--- config.mk ---
export PLATFORM = sky130hd
export DESIGN_NAME = pw_window
export DESIGN_NICKNAME = d
export VERILOG_FILES = /design/src/core/pw_pkg.sv /design/src/core/pw_window.sv
export SDC_FILE = /design/constraint.sdc
export NUM_CORES = 1
export LEC_CHECK = 0
export BUFFER_PORTS_ARGS = -buffer_cell sky130_fd_sc_hd__buf_4
export CELL_PAD_IN_SITES_DETAIL_PLACEMENT = 1
export CELL_PAD_IN_SITES_GLOBAL_PLACEMENT = 1
export CORE_MARGIN = 2
export CORE_UTILIZATION = 30
export CTS_CLUSTER_SIZE = 40
export DETAILED_ROUTE_END_ITERATION = 10
export GPL_TIMING_DRIVEN = 0
export PLACE_DENSITY = 0.65
export SYNTH_ARGS = -nofsm -noshare
export SYNTH_HDL_FRONTEND = slang
export SYNTH_SLANG_ARGS = --single-unit
--- constraint.sdc ---
create_clock -name aclk -period 4.4 [get_ports aclk]
set_input_delay 0.44 -clock aclk [delete_from_list [all_inputs] [get_ports aclk]]
set_output_delay 0.44 -clock aclk [all_outputs]
set_load 0.05 [all_outputs]
--- src/core/pw_pkg.sv ---
// ---------------------------------------------------------------------------
// Shared constants of the program-space read window.
// ---------------------------------------------------------------------------
package pw_pkg;

    // Register byte offsets on the AXI4-Lite slave.
    localparam logic [7:0] PW_OFF_RD_PAGE   = 8'h00;
    localparam logic [7:0] PW_OFF_WR_PAGE   = 8'h04;
    localparam logic [7:0] PW_OFF_STATUS    = 8'h08;
    localparam logic [7:0] PW_OFF_MASK      = 8'h0c;
    localparam logic [7:0] PW_OFF_LAST_ADDR = 8'h10;

    // Page register layout.
    localparam int PW_PAGE_W       = 10;
    localparam int PW_PAGE_EN_BIT  = 9;
    localparam int PW_PAGE_HALF_BIT = 8;
    localparam int PW_PAGE_NUM_W   = 8;
    localparam logic [PW_PAGE_W-1:0] PW_RD_PAGE_RST = 10'h000;
    localparam logic [PW_PAGE_W-1:0] PW_WR_PAGE_RST = 10'h000;
    localparam logic [PW_PAGE_W-1:0] PW_PAGE_ZERO   = 10'h000;

    // Data and program address layout.
    localparam int PW_EA_W        = 16;
    localparam int PW_EA_TOP_BIT  = 15;
    localparam int PW_EA_LOW_W    = 15;
    localparam int PW_PROG_ADDR_W = 23;
    localparam int PW_PROG_WORD_W = 24;
    localparam int PW_DATA_W      = 16;
    localparam logic [7:0] PW_PHANTOM_BYTE = 8'h00;

    // Status and mask bit positions.
    localparam int PW_ST_TRAP = 0;
    localparam int PW_ST_WREF = 1;
    localparam int PW_ST_DONE = 2;
    localparam int PW_ST_W    = 3;
    localparam logic [PW_ST_W-1:0] PW_ST_RST   = 3'h0;
    localparam logic [PW_ST_W-1:0] PW_MASK_RST = 3'h0;

    // Extra read cycles through the window.
    localparam logic [1:0] PW_EXTRA_MOVE     = 2'h1;
    localparam logic [1:0] PW_EXTRA_OTHER    = 2'h2;
    localparam logic [1:0] PW_EXTRA_RPT_EDGE = 2'h2;
    localparam logic [1:0] PW_EXTRA_RPT_MID  = 2'h0;

    // AXI responses.
    localparam logic [1:0] PW_RESP_OKAY   = 2'h0;
    localparam logic [1:0] PW_RESP_SLVERR = 2'h2;

    typedef enum logic [0:0] {PW_IDLE, PW_WAIT} pw_state_t;

endpackage

--- src/core/pw_window.sv ---
`timescale 1ns/1ps
// Contract
// - The upper 32 Kbytes of data space map onto one selectable 16K-word program page.
// - A read is redirected only when address bit 15 and page bit 9 are both one.
// - The 23-bit program address is page bits 7..0 above pointer bits 14..0.
// - Page bit 8 selects the lower (zero) or upper (one) program word half.
// - Valid pages are 200h..3FFh; 200h..2FFh lower words, 300h..3FFh upper words.
// - Lower-word pages give even program addresses from 000000h and are read only.
// - Upper-word pages give the same even program addresses from 000000h, read only, half phantom.
// - The phantom upper byte of an upper program word always reads as zero.
// - An access at or above 8000h with its page register at zero raises an address error trap.
// - Outside a repeat loop a move or double move adds one cycle, other instructions two.
// - In a repeat loop first, last, interrupt-exit and re-entry iterations add two cycles.
// - Every other repeat-loop iteration completes with no extra cycle.
module pw_window
    import pw_pkg::*;
#(
    parameter int AXI_ADDR_W = 8
) (
    input  wire logic                      aclk,
    input  wire logic                      aresetn,
    input  wire logic [AXI_ADDR_W-1:0]     s_axi_awaddr,
    input  wire logic                      s_axi_awvalid,
    output logic                           s_axi_awready,
    input  wire logic [31:0]               s_axi_wdata,
    input  wire logic [3:0]                s_axi_wstrb,
    input  wire logic                      s_axi_wvalid,
    output logic                           s_axi_wready,
    output logic [1:0]                     s_axi_bresp,
    output logic                           s_axi_bvalid,
    input  wire logic                      s_axi_bready,
    input  wire logic [AXI_ADDR_W-1:0]     s_axi_araddr,
    input  wire logic                      s_axi_arvalid,
    output logic                           s_axi_arready,
    output logic [31:0]                    s_axi_rdata,
    output logic [1:0]                     s_axi_rresp,
    output logic                           s_axi_rvalid,
    input  wire logic                      s_axi_rready,
    input  wire logic                      cpu_req_valid,
    input  wire logic                      cpu_req_write,
    input  wire logic [PW_EA_W-1:0]        cpu_req_ea,
    input  wire logic                      cpu_req_is_move,
    input  wire logic                      cpu_in_repeat,
    input  wire logic                      cpu_repeat_edge,
    output logic                           cpu_req_ready,
    output logic                           cpu_done,
    output logic                           cpu_hit,
    output logic [PW_DATA_W-1:0]           cpu_rdata,
    output logic                           addr_error_trap,
    output logic                           prog_req,
    output logic [PW_PROG_ADDR_W-1:0]      prog_addr,
    output logic                           prog_upper,
    input  wire logic                      prog_rvalid,
    input  wire logic [PW_PROG_WORD_W-1:0] prog_rdata,
    output logic                           irq
);

    // -----------------------------------------------------------------------
    // State
    // -----------------------------------------------------------------------
    typedef struct packed {
        logic                      awready;
        logic                      wready;
        logic                      aw_have;
        logic                      w_have;
        logic [AXI_ADDR_W-1:0]     awaddr;
        logic [31:0]               wdata;
        logic [3:0]                wstrb;
        logic                      bvalid;
        logic [1:0]                bresp;
        logic                      arready;
        logic                      rvalid;
        logic [31:0]               rdata;
        logic [1:0]                rresp;
        logic [PW_PAGE_W-1:0]      rd_page;
        logic [PW_PAGE_W-1:0]      wr_page;
        logic [PW_ST_W-1:0]        status;
        logic [PW_ST_W-1:0]        mask;
        logic                      irq;
        pw_state_t                 state;
        logic [1:0]                wait_cnt;
        logic                      data_have;
        logic                      req_ready;
        logic                      done;
        logic                      hit;
        logic [PW_DATA_W-1:0]      rdata_cpu;
        logic                      trap;
        logic                      prog_req;
        logic [PW_PROG_ADDR_W-1:0] prog_addr;
        logic                      prog_upper;
    } pw_regs_t;

    pw_regs_t r_q;
    pw_regs_t r_d;

    // -----------------------------------------------------------------------
    // Helpers
    // -----------------------------------------------------------------------

    // Merges a 10-bit field under the byte strobes of the write.
    function automatic logic [PW_PAGE_W-1:0] merge_page(
        input logic [PW_PAGE_W-1:0] old_v,
        input logic [31:0]          data,
        input logic [3:0]           strb
    );
        logic [PW_PAGE_W-1:0] v;
        v = old_v;
        if (strb[0]) begin
            v[7:0] = data[7:0];
        end
        if (strb[1]) begin
            v[PW_PAGE_W-1:8] = data[PW_PAGE_W-1:8];
        end
        return v;
    endfunction

    // Picks the 16-bit half of a program word, phantom byte forced low.
    function automatic logic [PW_DATA_W-1:0] pick_half(
        input logic [PW_PROG_WORD_W-1:0] word,
        input logic                      upper
    );
        if (upper) begin
            return {PW_PHANTOM_BYTE, word[23:16]};
        end
        return word[15:0];
    endfunction

    // -----------------------------------------------------------------------
    // Next-state logic
    // -----------------------------------------------------------------------
    logic                 win_top;
    logic [PW_PAGE_W-1:0] sel_page;
    logic                 do_write;
    logic                 do_read;
    logic [PW_ST_W-1:0]   st_set;
    logic [PW_ST_W-1:0]   st_clr;
    logic [1:0]           extra;

    always_comb begin
        r_d      = r_q;
        st_set   = '0;
        st_clr   = '0;
        win_top  = cpu_req_ea[PW_EA_TOP_BIT];
        sel_page = cpu_req_write ? r_q.wr_page : r_q.rd_page;
        extra    = PW_EXTRA_OTHER;

        // One-cycle pulses drop after they are shown.
        r_d.done     = 1'b0;
        r_d.trap     = 1'b0;
        r_d.prog_req = 1'b0;

        // Write address and write data are taken in either order.
        if (s_axi_awvalid && r_q.awready) begin
            r_d.aw_have = 1'b1;
            r_d.awaddr  = s_axi_awaddr;
        end
        if (s_axi_wvalid && r_q.wready) begin
            r_d.w_have = 1'b1;
            r_d.wdata  = s_axi_wdata;
            r_d.wstrb  = s_axi_wstrb;
        end

        // A write takes effect once both halves are held.
        do_write = r_q.aw_have && r_q.w_have && !r_q.bvalid;
        if (do_write) begin
            r_d.aw_have = 1'b0;
            r_d.w_have  = 1'b0;
            r_d.bvalid  = 1'b1;
            r_d.bresp   = PW_RESP_OKAY;
            unique case (r_q.awaddr[7:0])
                PW_OFF_RD_PAGE: begin
                    r_d.rd_page = merge_page(r_q.rd_page, r_q.wdata,
                                             r_q.wstrb);
                end
                PW_OFF_WR_PAGE: begin
                    r_d.wr_page = merge_page(r_q.wr_page, r_q.wdata,
                                             r_q.wstrb);
                end
                PW_OFF_STATUS: begin
                    if (r_q.wstrb[0]) begin
                        st_clr = r_q.wdata[PW_ST_W-1:0];
                    end
                end
                PW_OFF_MASK: begin
                    if (r_q.wstrb[0]) begin
                        r_d.mask = r_q.wdata[PW_ST_W-1:0];
                    end
                end
                PW_OFF_LAST_ADDR: begin
                    r_d.bresp = PW_RESP_OKAY;
                end
                default: begin
                    r_d.bresp = PW_RESP_SLVERR;
                end
            endcase
        end
        if (r_q.bvalid && s_axi_bready) begin
            r_d.bvalid = 1'b0;
        end
        r_d.awready = !r_d.aw_have && !r_d.bvalid && !do_write;
        r_d.wready  = !r_d.w_have && !r_d.bvalid && !do_write;

        // Register reads answer one cycle after the address is taken.
        do_read = s_axi_arvalid && r_q.arready;
        if (do_read) begin
            r_d.rvalid = 1'b1;
            r_d.rresp  = PW_RESP_OKAY;
            r_d.rdata  = '0;
            unique case (s_axi_araddr[7:0])
                PW_OFF_RD_PAGE: begin
                    r_d.rdata[PW_PAGE_W-1:0] = r_q.rd_page;
                end
                PW_OFF_WR_PAGE: begin
                    r_d.rdata[PW_PAGE_W-1:0] = r_q.wr_page;
                end
                PW_OFF_STATUS: begin
                    r_d.rdata[PW_ST_W-1:0] = r_q.status;
                end
                PW_OFF_MASK: begin
                    r_d.rdata[PW_ST_W-1:0] = r_q.mask;
                end
                PW_OFF_LAST_ADDR: begin
                    r_d.rdata[PW_PROG_ADDR_W-1:0] = r_q.prog_addr;
                end
                default: begin
                    r_d.rresp = PW_RESP_SLVERR;
                end
            endcase
        end
        if (r_q.rvalid && s_axi_rready) begin
            r_d.rvalid = 1'b0;
        end
        r_d.arready = !r_d.rvalid;

        // Extra cycles chosen by instruction kind and repeat position.
        if (cpu_in_repeat) begin
            extra = cpu_repeat_edge ? PW_EXTRA_RPT_EDGE
                                    : PW_EXTRA_RPT_MID;
        end else begin
            extra = cpu_req_is_move ? PW_EXTRA_MOVE
                                    : PW_EXTRA_OTHER;
        end

        // CPU access sequencer.
        unique case (r_q.state)
            PW_IDLE: begin
                if (cpu_req_valid && r_q.req_ready) begin
                    r_d.hit  = 1'b0;
                    if (win_top && (sel_page == PW_PAGE_ZERO)) begin
                        r_d.trap = 1'b1;
                        r_d.done = 1'b1;
                        st_set[PW_ST_TRAP] = 1'b1;
                    end else if (win_top && sel_page[PW_PAGE_EN_BIT]
                                 && cpu_req_write) begin
                        r_d.done = 1'b1;
                        st_set[PW_ST_WREF] = 1'b1;
                    end else if (win_top && sel_page[PW_PAGE_EN_BIT]) begin
                        // Only pages 200h..3FFh reach here.
                        r_d.state      = PW_WAIT;
                        r_d.req_ready  = 1'b0;
                        r_d.hit        = 1'b1;
                        r_d.prog_req   = 1'b1;
                        r_d.prog_addr  = {sel_page[PW_PAGE_NUM_W-1:0],
                                          cpu_req_ea[PW_EA_LOW_W-1:0]};
                        r_d.prog_upper = sel_page[PW_PAGE_HALF_BIT];
                        r_d.wait_cnt   = extra;
                        r_d.data_have  = 1'b0;
                    end else begin
                        r_d.done = 1'b1;
                    end
                end
            end
            PW_WAIT: begin
                if (prog_rvalid && !r_q.data_have) begin
                    r_d.data_have = 1'b1;
                    r_d.rdata_cpu = pick_half(prog_rdata,
                                              r_q.prog_upper);
                end
                if (r_d.data_have && (r_q.wait_cnt != 2'h0)) begin
                    r_d.wait_cnt = r_q.wait_cnt - 2'h1;
                end
                if ((r_q.wait_cnt == 2'h0) && r_d.data_have) begin
                    r_d.state     = PW_IDLE;
                    r_d.req_ready = 1'b1;
                    r_d.done      = 1'b1;
                    st_set[PW_ST_DONE] = 1'b1;
                end
            end
        endcase

        // Sticky status: a new event wins over a clear in the same cycle.
        r_d.status = (r_q.status & ~st_clr) | st_set;
        r_d.irq    = |(r_d.status & r_d.mask);
    end

    // -----------------------------------------------------------------------
    // State register
    // -----------------------------------------------------------------------

    // Registers the whole state, synchronous active-low reset.
    always_ff @(posedge aclk) begin
        if (!aresetn) begin
            r_q           <= '0;
            r_q.awready   <= 1'b1;
            r_q.wready    <= 1'b1;
            r_q.arready   <= 1'b1;
            r_q.rd_page   <= PW_RD_PAGE_RST;
            r_q.wr_page   <= PW_WR_PAGE_RST;
            r_q.status    <= PW_ST_RST;
            r_q.mask      <= PW_MASK_RST;
            r_q.state     <= PW_IDLE;
            r_q.req_ready <= 1'b1;
        end else begin
            r_q <= r_d;
        end
    end

    // -----------------------------------------------------------------------
    // Outputs
    // -----------------------------------------------------------------------

    // Every output is a field of the state register.
    assign s_axi_awready   = r_q.awready;
    assign s_axi_wready    = r_q.wready;
    assign s_axi_bresp     = r_q.bresp;
    assign s_axi_bvalid    = r_q.bvalid;
    assign s_axi_arready   = r_q.arready;
    assign s_axi_rdata     = r_q.rdata;
    assign s_axi_rresp     = r_q.rresp;
    assign s_axi_rvalid    = r_q.rvalid;
    assign cpu_req_ready   = r_q.req_ready;
    assign cpu_done        = r_q.done;
    assign cpu_hit         = r_q.hit;
    assign cpu_rdata       = r_q.rdata_cpu;
    assign addr_error_trap = r_q.trap;
    assign prog_req        = r_q.prog_req;
    assign prog_addr       = r_q.prog_addr;
    assign prog_upper      = r_q.prog_upper;
    assign irq             = r_q.irq;

endmodule

---- Yosys cells after proc, flatten, opt, wreduce, memory -nomap -nowiden ----
Cells that the tools add are included.
cells by class
  equal/unequal tests ..................... 14
  bitwise operators ....................... 9
  mux-type cells .......................... 51
  $add $sub $neg .......................... 1
  reduce and logical (&&, ||, !) cells .... 45
operators by type and width
  operator            count
  $mux 35             1
  $eq 8x4->1 const B  4
  $mux 16             2
  $mux 25             1
  $mux 1              21
  $mux 3              7
  $pmux 7 s3          1
  $mux 2              10
  $logic_and 1x1->1   18
  $eq 8x3->1 const B  2
  $eq 8x5->1 const B  2
  $logic_not 8->1     2
  $mux 5              3
  $pmux 3 s5          1
  $reduce_and 5->1    3
  $reduce_or 5->1     3
  $mux 13             1
  $pmux 6 s2          1
  $reduce_and 3->1    4
  $logic_not 10->1    1
  $mux 10             1
  $ne 2x2->1 const B  4
  $logic_not 1->1     7
  $mux 7              1
  11 further kinds    19
word-level totals
  logic and storage cells ................. 151
  flip-flop bits (word level) ............. 130
  bits of input ports ..................... 105

---- Longest topological paths before layout ----
  depth after elaboration ................. 10
  depth in mapped cells ................... 7

---- Least setup slack after synthesis ----
OpenSTA, ideal clock, no wires.
  path kind ............................... register to register
  start ................................... register r_q, in the netlist cpu_req_ready
  end ..................................... register r_q, in the netlist prog_addr[10]
  library setup time ...................... 76 ps
  clock period less this slack ............ 1836 ps
  path slack .............................. 2564 ps
  data arrival time ....................... 1761 ps
  path buffers ............................ 2
  stages on the path, launching flop included .. 7
  cell sequence ........................... dfxtp_1 > and4b_1 > and2_1 > clkbuf_1 > clkbuf_1 > nand2_1 > a21boi_0
on the way
  cells in the longest elaborated chain, start to end .. 2
ends and longest elaborated chain
  item                        line              source
  from (decl)                 pw_window.sv:93   pw_regs_t r_q;
  from (signal assigned)      pw_window.sv:314  r_q <= r_d;
  $logic_and 1x1->1           pw_window.sv:247  if (cpu_req_valid && r_q.req_ready) begin
  $reduce_and 5->1 (no line)  -
No other way between the ends.
A chain may end at the register's enable or synchronous reset.

---- Worst setup path in the final report ----
  start ................................... register r_q[152] (netlist bit)
  end ..................................... register r_q, in the netlist irq
on the way
  cells in the longest elaborated chain, start to end .. 8
  elaborated cells between the ends (all ways) .. 11
ends and longest elaborated chain
  item               line              source
  $eq 8x4->1         pw_window.sv:170  unique case (r_q.awaddr[7:0])
  $mux 3             pw_window.sv:170
  $mux 3             pw_window.sv:165  if (do_write) begin
  $not 3->3          pw_window.sv:292  r_d.status = (r_q.status & ~st_clr) | st_set;
  $and 3x3->3        pw_window.sv:292
  $or 3x3->3         pw_window.sv:292
  $and 3x3->3 *      pw_window.sv:293  r_d.irq = |(r_d.status & r_d.mask);
  $reduce_or 3->1 *  pw_window.sv:293
Mark *: on every way between the ends. The rest lies on a longest branch, timed or not.

==> out/qor.csv <==
stage,metric,value,unit
timing,slew_violations,0,
setup_path,reg2reg_depth,5,
cts,cts_post_setup_buffers_inserted,0,
setup_path,timing.critical_path.to,irq,
synth,ys_warn_count,0,
setup_path,critical-path-slowest-cell,or4_4,
synth,postSynthAreaPerCell,8.81,µm²
cells_and_area,antenna_cells,0,
drt,route.vias.total,5062,
floorplanning,core,19500,µm²
floorplanning,die_h,145,µm
timing,max_freq,486,MHz
synth,ys_seq_area_frac,0.430,
cts,holdBufCountCts,0,
drt,first_pass_iters,4,
setup_path,critPathRequiredTime,4.67,ns
setup_path,rrSetupSlack,2.34,ns
global_routing,grt_max_degree,17,
synth,synthArstFlopShare,0,
setup_path,cp-startpoint,r_q[152],
setup_path,cp_cell_sequence,or4_4 > nor4_2 > a21boi_0 > o21ai_0 > o221ai_1,
power_and_ir_drop,ir_worst_vdd,0.278,mV
synth,synth_cell_types,50,
floorplanning,start_util,0.306,
global_routing,antenna_found_initial,0,
floorplanning,num_rows,51,
synth,synth_area,5960,µm²
placement,gp_congestion,0.752,
synth,synth.ff_latch_count,128,
hold_path,hold_path_class,in -> reg,
floorplanning,die_area,21000,µm²
cells_and_area,final_cell_area,8120,µm²
timing,setup_viol,0,
setup_path,endpoint_kind,flip-flop,
timing,skew,0.00665,ns
timing,finalHoldViolations,0,
synth,synth_flop_cell,dfxtp_1,
drt,viasPerCell,4.45,
cts,cts.clk_slew.worst_paths,0.05,ns
timing,tightest_slew,0.701,ns
cts,cts_resized,0,
timing,post-route-min-period,2.06,ns
cts,numCtsBuffers,17,
setup_path,crit_fanout,4,
floorplanning,die_w,145,µm
run_status,outcome,"finished, final reports clean",
cts,clk_path_buf_depth,2,
synth,synth_area_leader_cell,dfxtp_1,
timing,rsz0062_at_grt,false,
job,cap_violations,0,
setup_path,arrival,2.33,ns
cells_and_area,area_growth,36.3,%
synth,synth_top_area_frac,0.430,
synth,syn_inst,676,
cells_and_area,fin_nets,966,
drt,drt_iter0_drc,182,
cts,clkLatencyLatePin,0.42,ns
setup_path,critPathLaunchType,flip-flop,
cts,cts_tree,done,
drt,drc,0,
drt,routed_wl,17.4,mm
cells_and_area,final.fill_count,2298,
cts,cts-root-buf,clkbuf_16,
setup_path,reg2reg_from,r_q[152],
drt,routedWlPerCell,15.3,µm
global_routing,grt_pass1_vias,5302,
cts,h-tree-depth,4,
placement,place_hpwl,13.5,mm
setup_path,crit_type,reg -> reg,
drt,drtAntennaViolNets,0,
global_routing,grt.overflow.total,0,
setup_path,cpLargestDelayFamily,simple AND/OR/NAND/NOR gates,
placement,place_area,7490,µm²
setup_path,path_buf_inv,0,
timing,setup_tns,0,ns
cts,cts.sinks,128,
power_and_ir_drop,powerDensity,363,nW/µm²
cells_and_area,drive_gt1_frac,0.342,
floorplanning,io_pins,192,
timing,maxSlewHeadroom,0.533,
global_routing,grt_pass1_wl,28.0,mm
cells_and_area,mostFrequentLayoutCell,buf_4,
timing,fin_crit_sh,0.468,
synth,synth.top_cells.by_area,"dfxtp_1 43%, nand2_1 11%, buf_4 9.6%, a21boi_0 8.8%, mux2i_1 3.0%",
setup_path,path_depth,5,
cells_and_area,final_cell_mix,"231 x buf_4, 172 x nand2_1, 128 x dfxtp_1",
setup_path,slowest_delay,0.59,ns
synth,synth_edf_count,0,
global_routing,grt_use_total,0.167,
power_and_ir_drop,leakage,3.44,nW
setup_path,reg2reg_to,irq,
placement,port_buffers,155,
## state kept, by name, indices dropped and copies added, names as in the netlist, 16 cells and up
signal	cells
r_q	52
prog_addr	23
s_axi_rdata	23
cpu_rdata	16
## Yosys cell counts, types with 2 or more instances
| master | instances |
|---|---|
| a31oi_1 | 2 |
| a21boi_0 | 70 |
| dfxtp_1 | 128 |
| inv_1 | 6 |
| a22oi_1 | 7 |
| o211ai_1 | 3 |
| nor4_4 | 3 |
| mux2i_1 | 18 |
| a222oi_1 | 2 |
| nand2_1 | 172 |
| a22o_1 | 2 |
| nor3b_1 | 3 |
| buf_4 | 76 |
| nor2_1 | 14 |
| a21boi_2 | 16 |
| nor3_1 | 3 |
| o211a_1 | 9 |
| a21oi_1 | 4 |
| nor2b_1 | 11 |
| or4_4 | 2 |
| and3_1 | 5 |
| nand3_1 | 21 |
| o21ai_1 | 3 |
| o31ai_1 | 2 |
| a211oi_1 | 2 |
| buf_2 | 2 |
| nor4_1 | 4 |
| nand3b_1 | 11 |
| mux2_2 | 9 |
| clkbuf_1 | 31 |
| o21a_1 | 2 |
| o21ai_0 | 8 |
| buf_1 | 2 |
| and2_1 | 7 |
## power by group
part / total (mW) / switching (mW) / internal (mW)
clock network: 1.50 / 0.513 / 0.990
registers: 1.20 / 0.0189 / 1.18
logic: 0.243 / 0.138 / 0.105
total: 2.95 / 0.670 / 2.28
## worst register-to-register path, stage by stage (launching register included)
cell and delay, ns:
dfxtp_1 0.31, or4_4 0.59, nor4_2 0.46, a21boi_0 0.20, o21ai_0 0.20, o221ai_1 0.16
## kinds of logic after synthesis
| group | synth area share |
|---|---|
| and+or+nand+nor | 0.211 |
| adders and majority gates | 0.00210 |
| DFF | 0.430 |
| buffers and inverters | 0.124 |
| AOI/OAI and AO/OA | 0.181 |
| other | 0.000629 |
| muxes | 0.0510 |
## stage by stage
stage / setup slack, ns / power (mW) / hold slack [ns] / std cells / utilization
after floorplan: 2.56 / 1.36 / 0.426 / 686 / -
after global placement: 2.19 / 1.47 / 0.439 / 1106 / 0.385
after detailed placement: 2.16 / 1.47 / 0.447 / 1106 / 0.385
after CTS: 2.30 / 2.98 / 0.275 / 1138 / 0.417
after global routing: 2.18 / 3.06 / 0.279 / 1138 / 0.417
final: 2.34 / 2.95 / 0.285 / 1138 / 0.417
## layer usage
| layer | up-vias | global-route usage | wire (µm) |
|---|---|---|---|
| met5 | - | 0 | 0 |
| met4 | 0 | 0.0460 | 253 |
| met3 | 15 | 0.0638 | 1270 |
| met2 | 145 | 0.266 | 7730 |
| met1 | 2318 | 0.212 | 8130 |
| li1 | 2584 | - | - |
## cell type report
| class | count | area, µm² | area share |
|---|---|---|---|
| Tap cell | 265 | 332 | 0.0408 |
| Timing Repair Buffer | 155 | 1160 | 0.143 |
| Sequential cell | 128 | 2560 | 0.315 |
| Clock inverter | 10 | 158 | 0.0194 |
| Inverter | 6 | 22.5 | 0.00277 |
| Clock buffer | 22 | 474 | 0.0584 |
| Buffer | 112 | 716 | 0.0881 |
| Multi-Input combinational cell | 440 | 2700 | 0.332 |
## worst min path at each step
stage | start | endpoint | slack (ns) | depth (start not counted)
2_1_floorplan | s_axi_rdata[6] | s_axi_rdata[6] | 0.43 | 2
3_3_place_gp | s_axi_rdata[9] | s_axi_rdata[9] | 0.44 | 2
3_5_place_dp | s_axi_rdata[9] | s_axi_rdata[9] | 0.45 | 2
4_1_cts | s_axi_awaddr[0] | r_q[151] | 0.27 | 3
5_1_grt | s_axi_awaddr[5] | r_q[156] | 0.28 | 3
6_report | s_axi_wdata[0] | r_q[119] | 0.29 | 3
(Power assumes the default switching activity.)
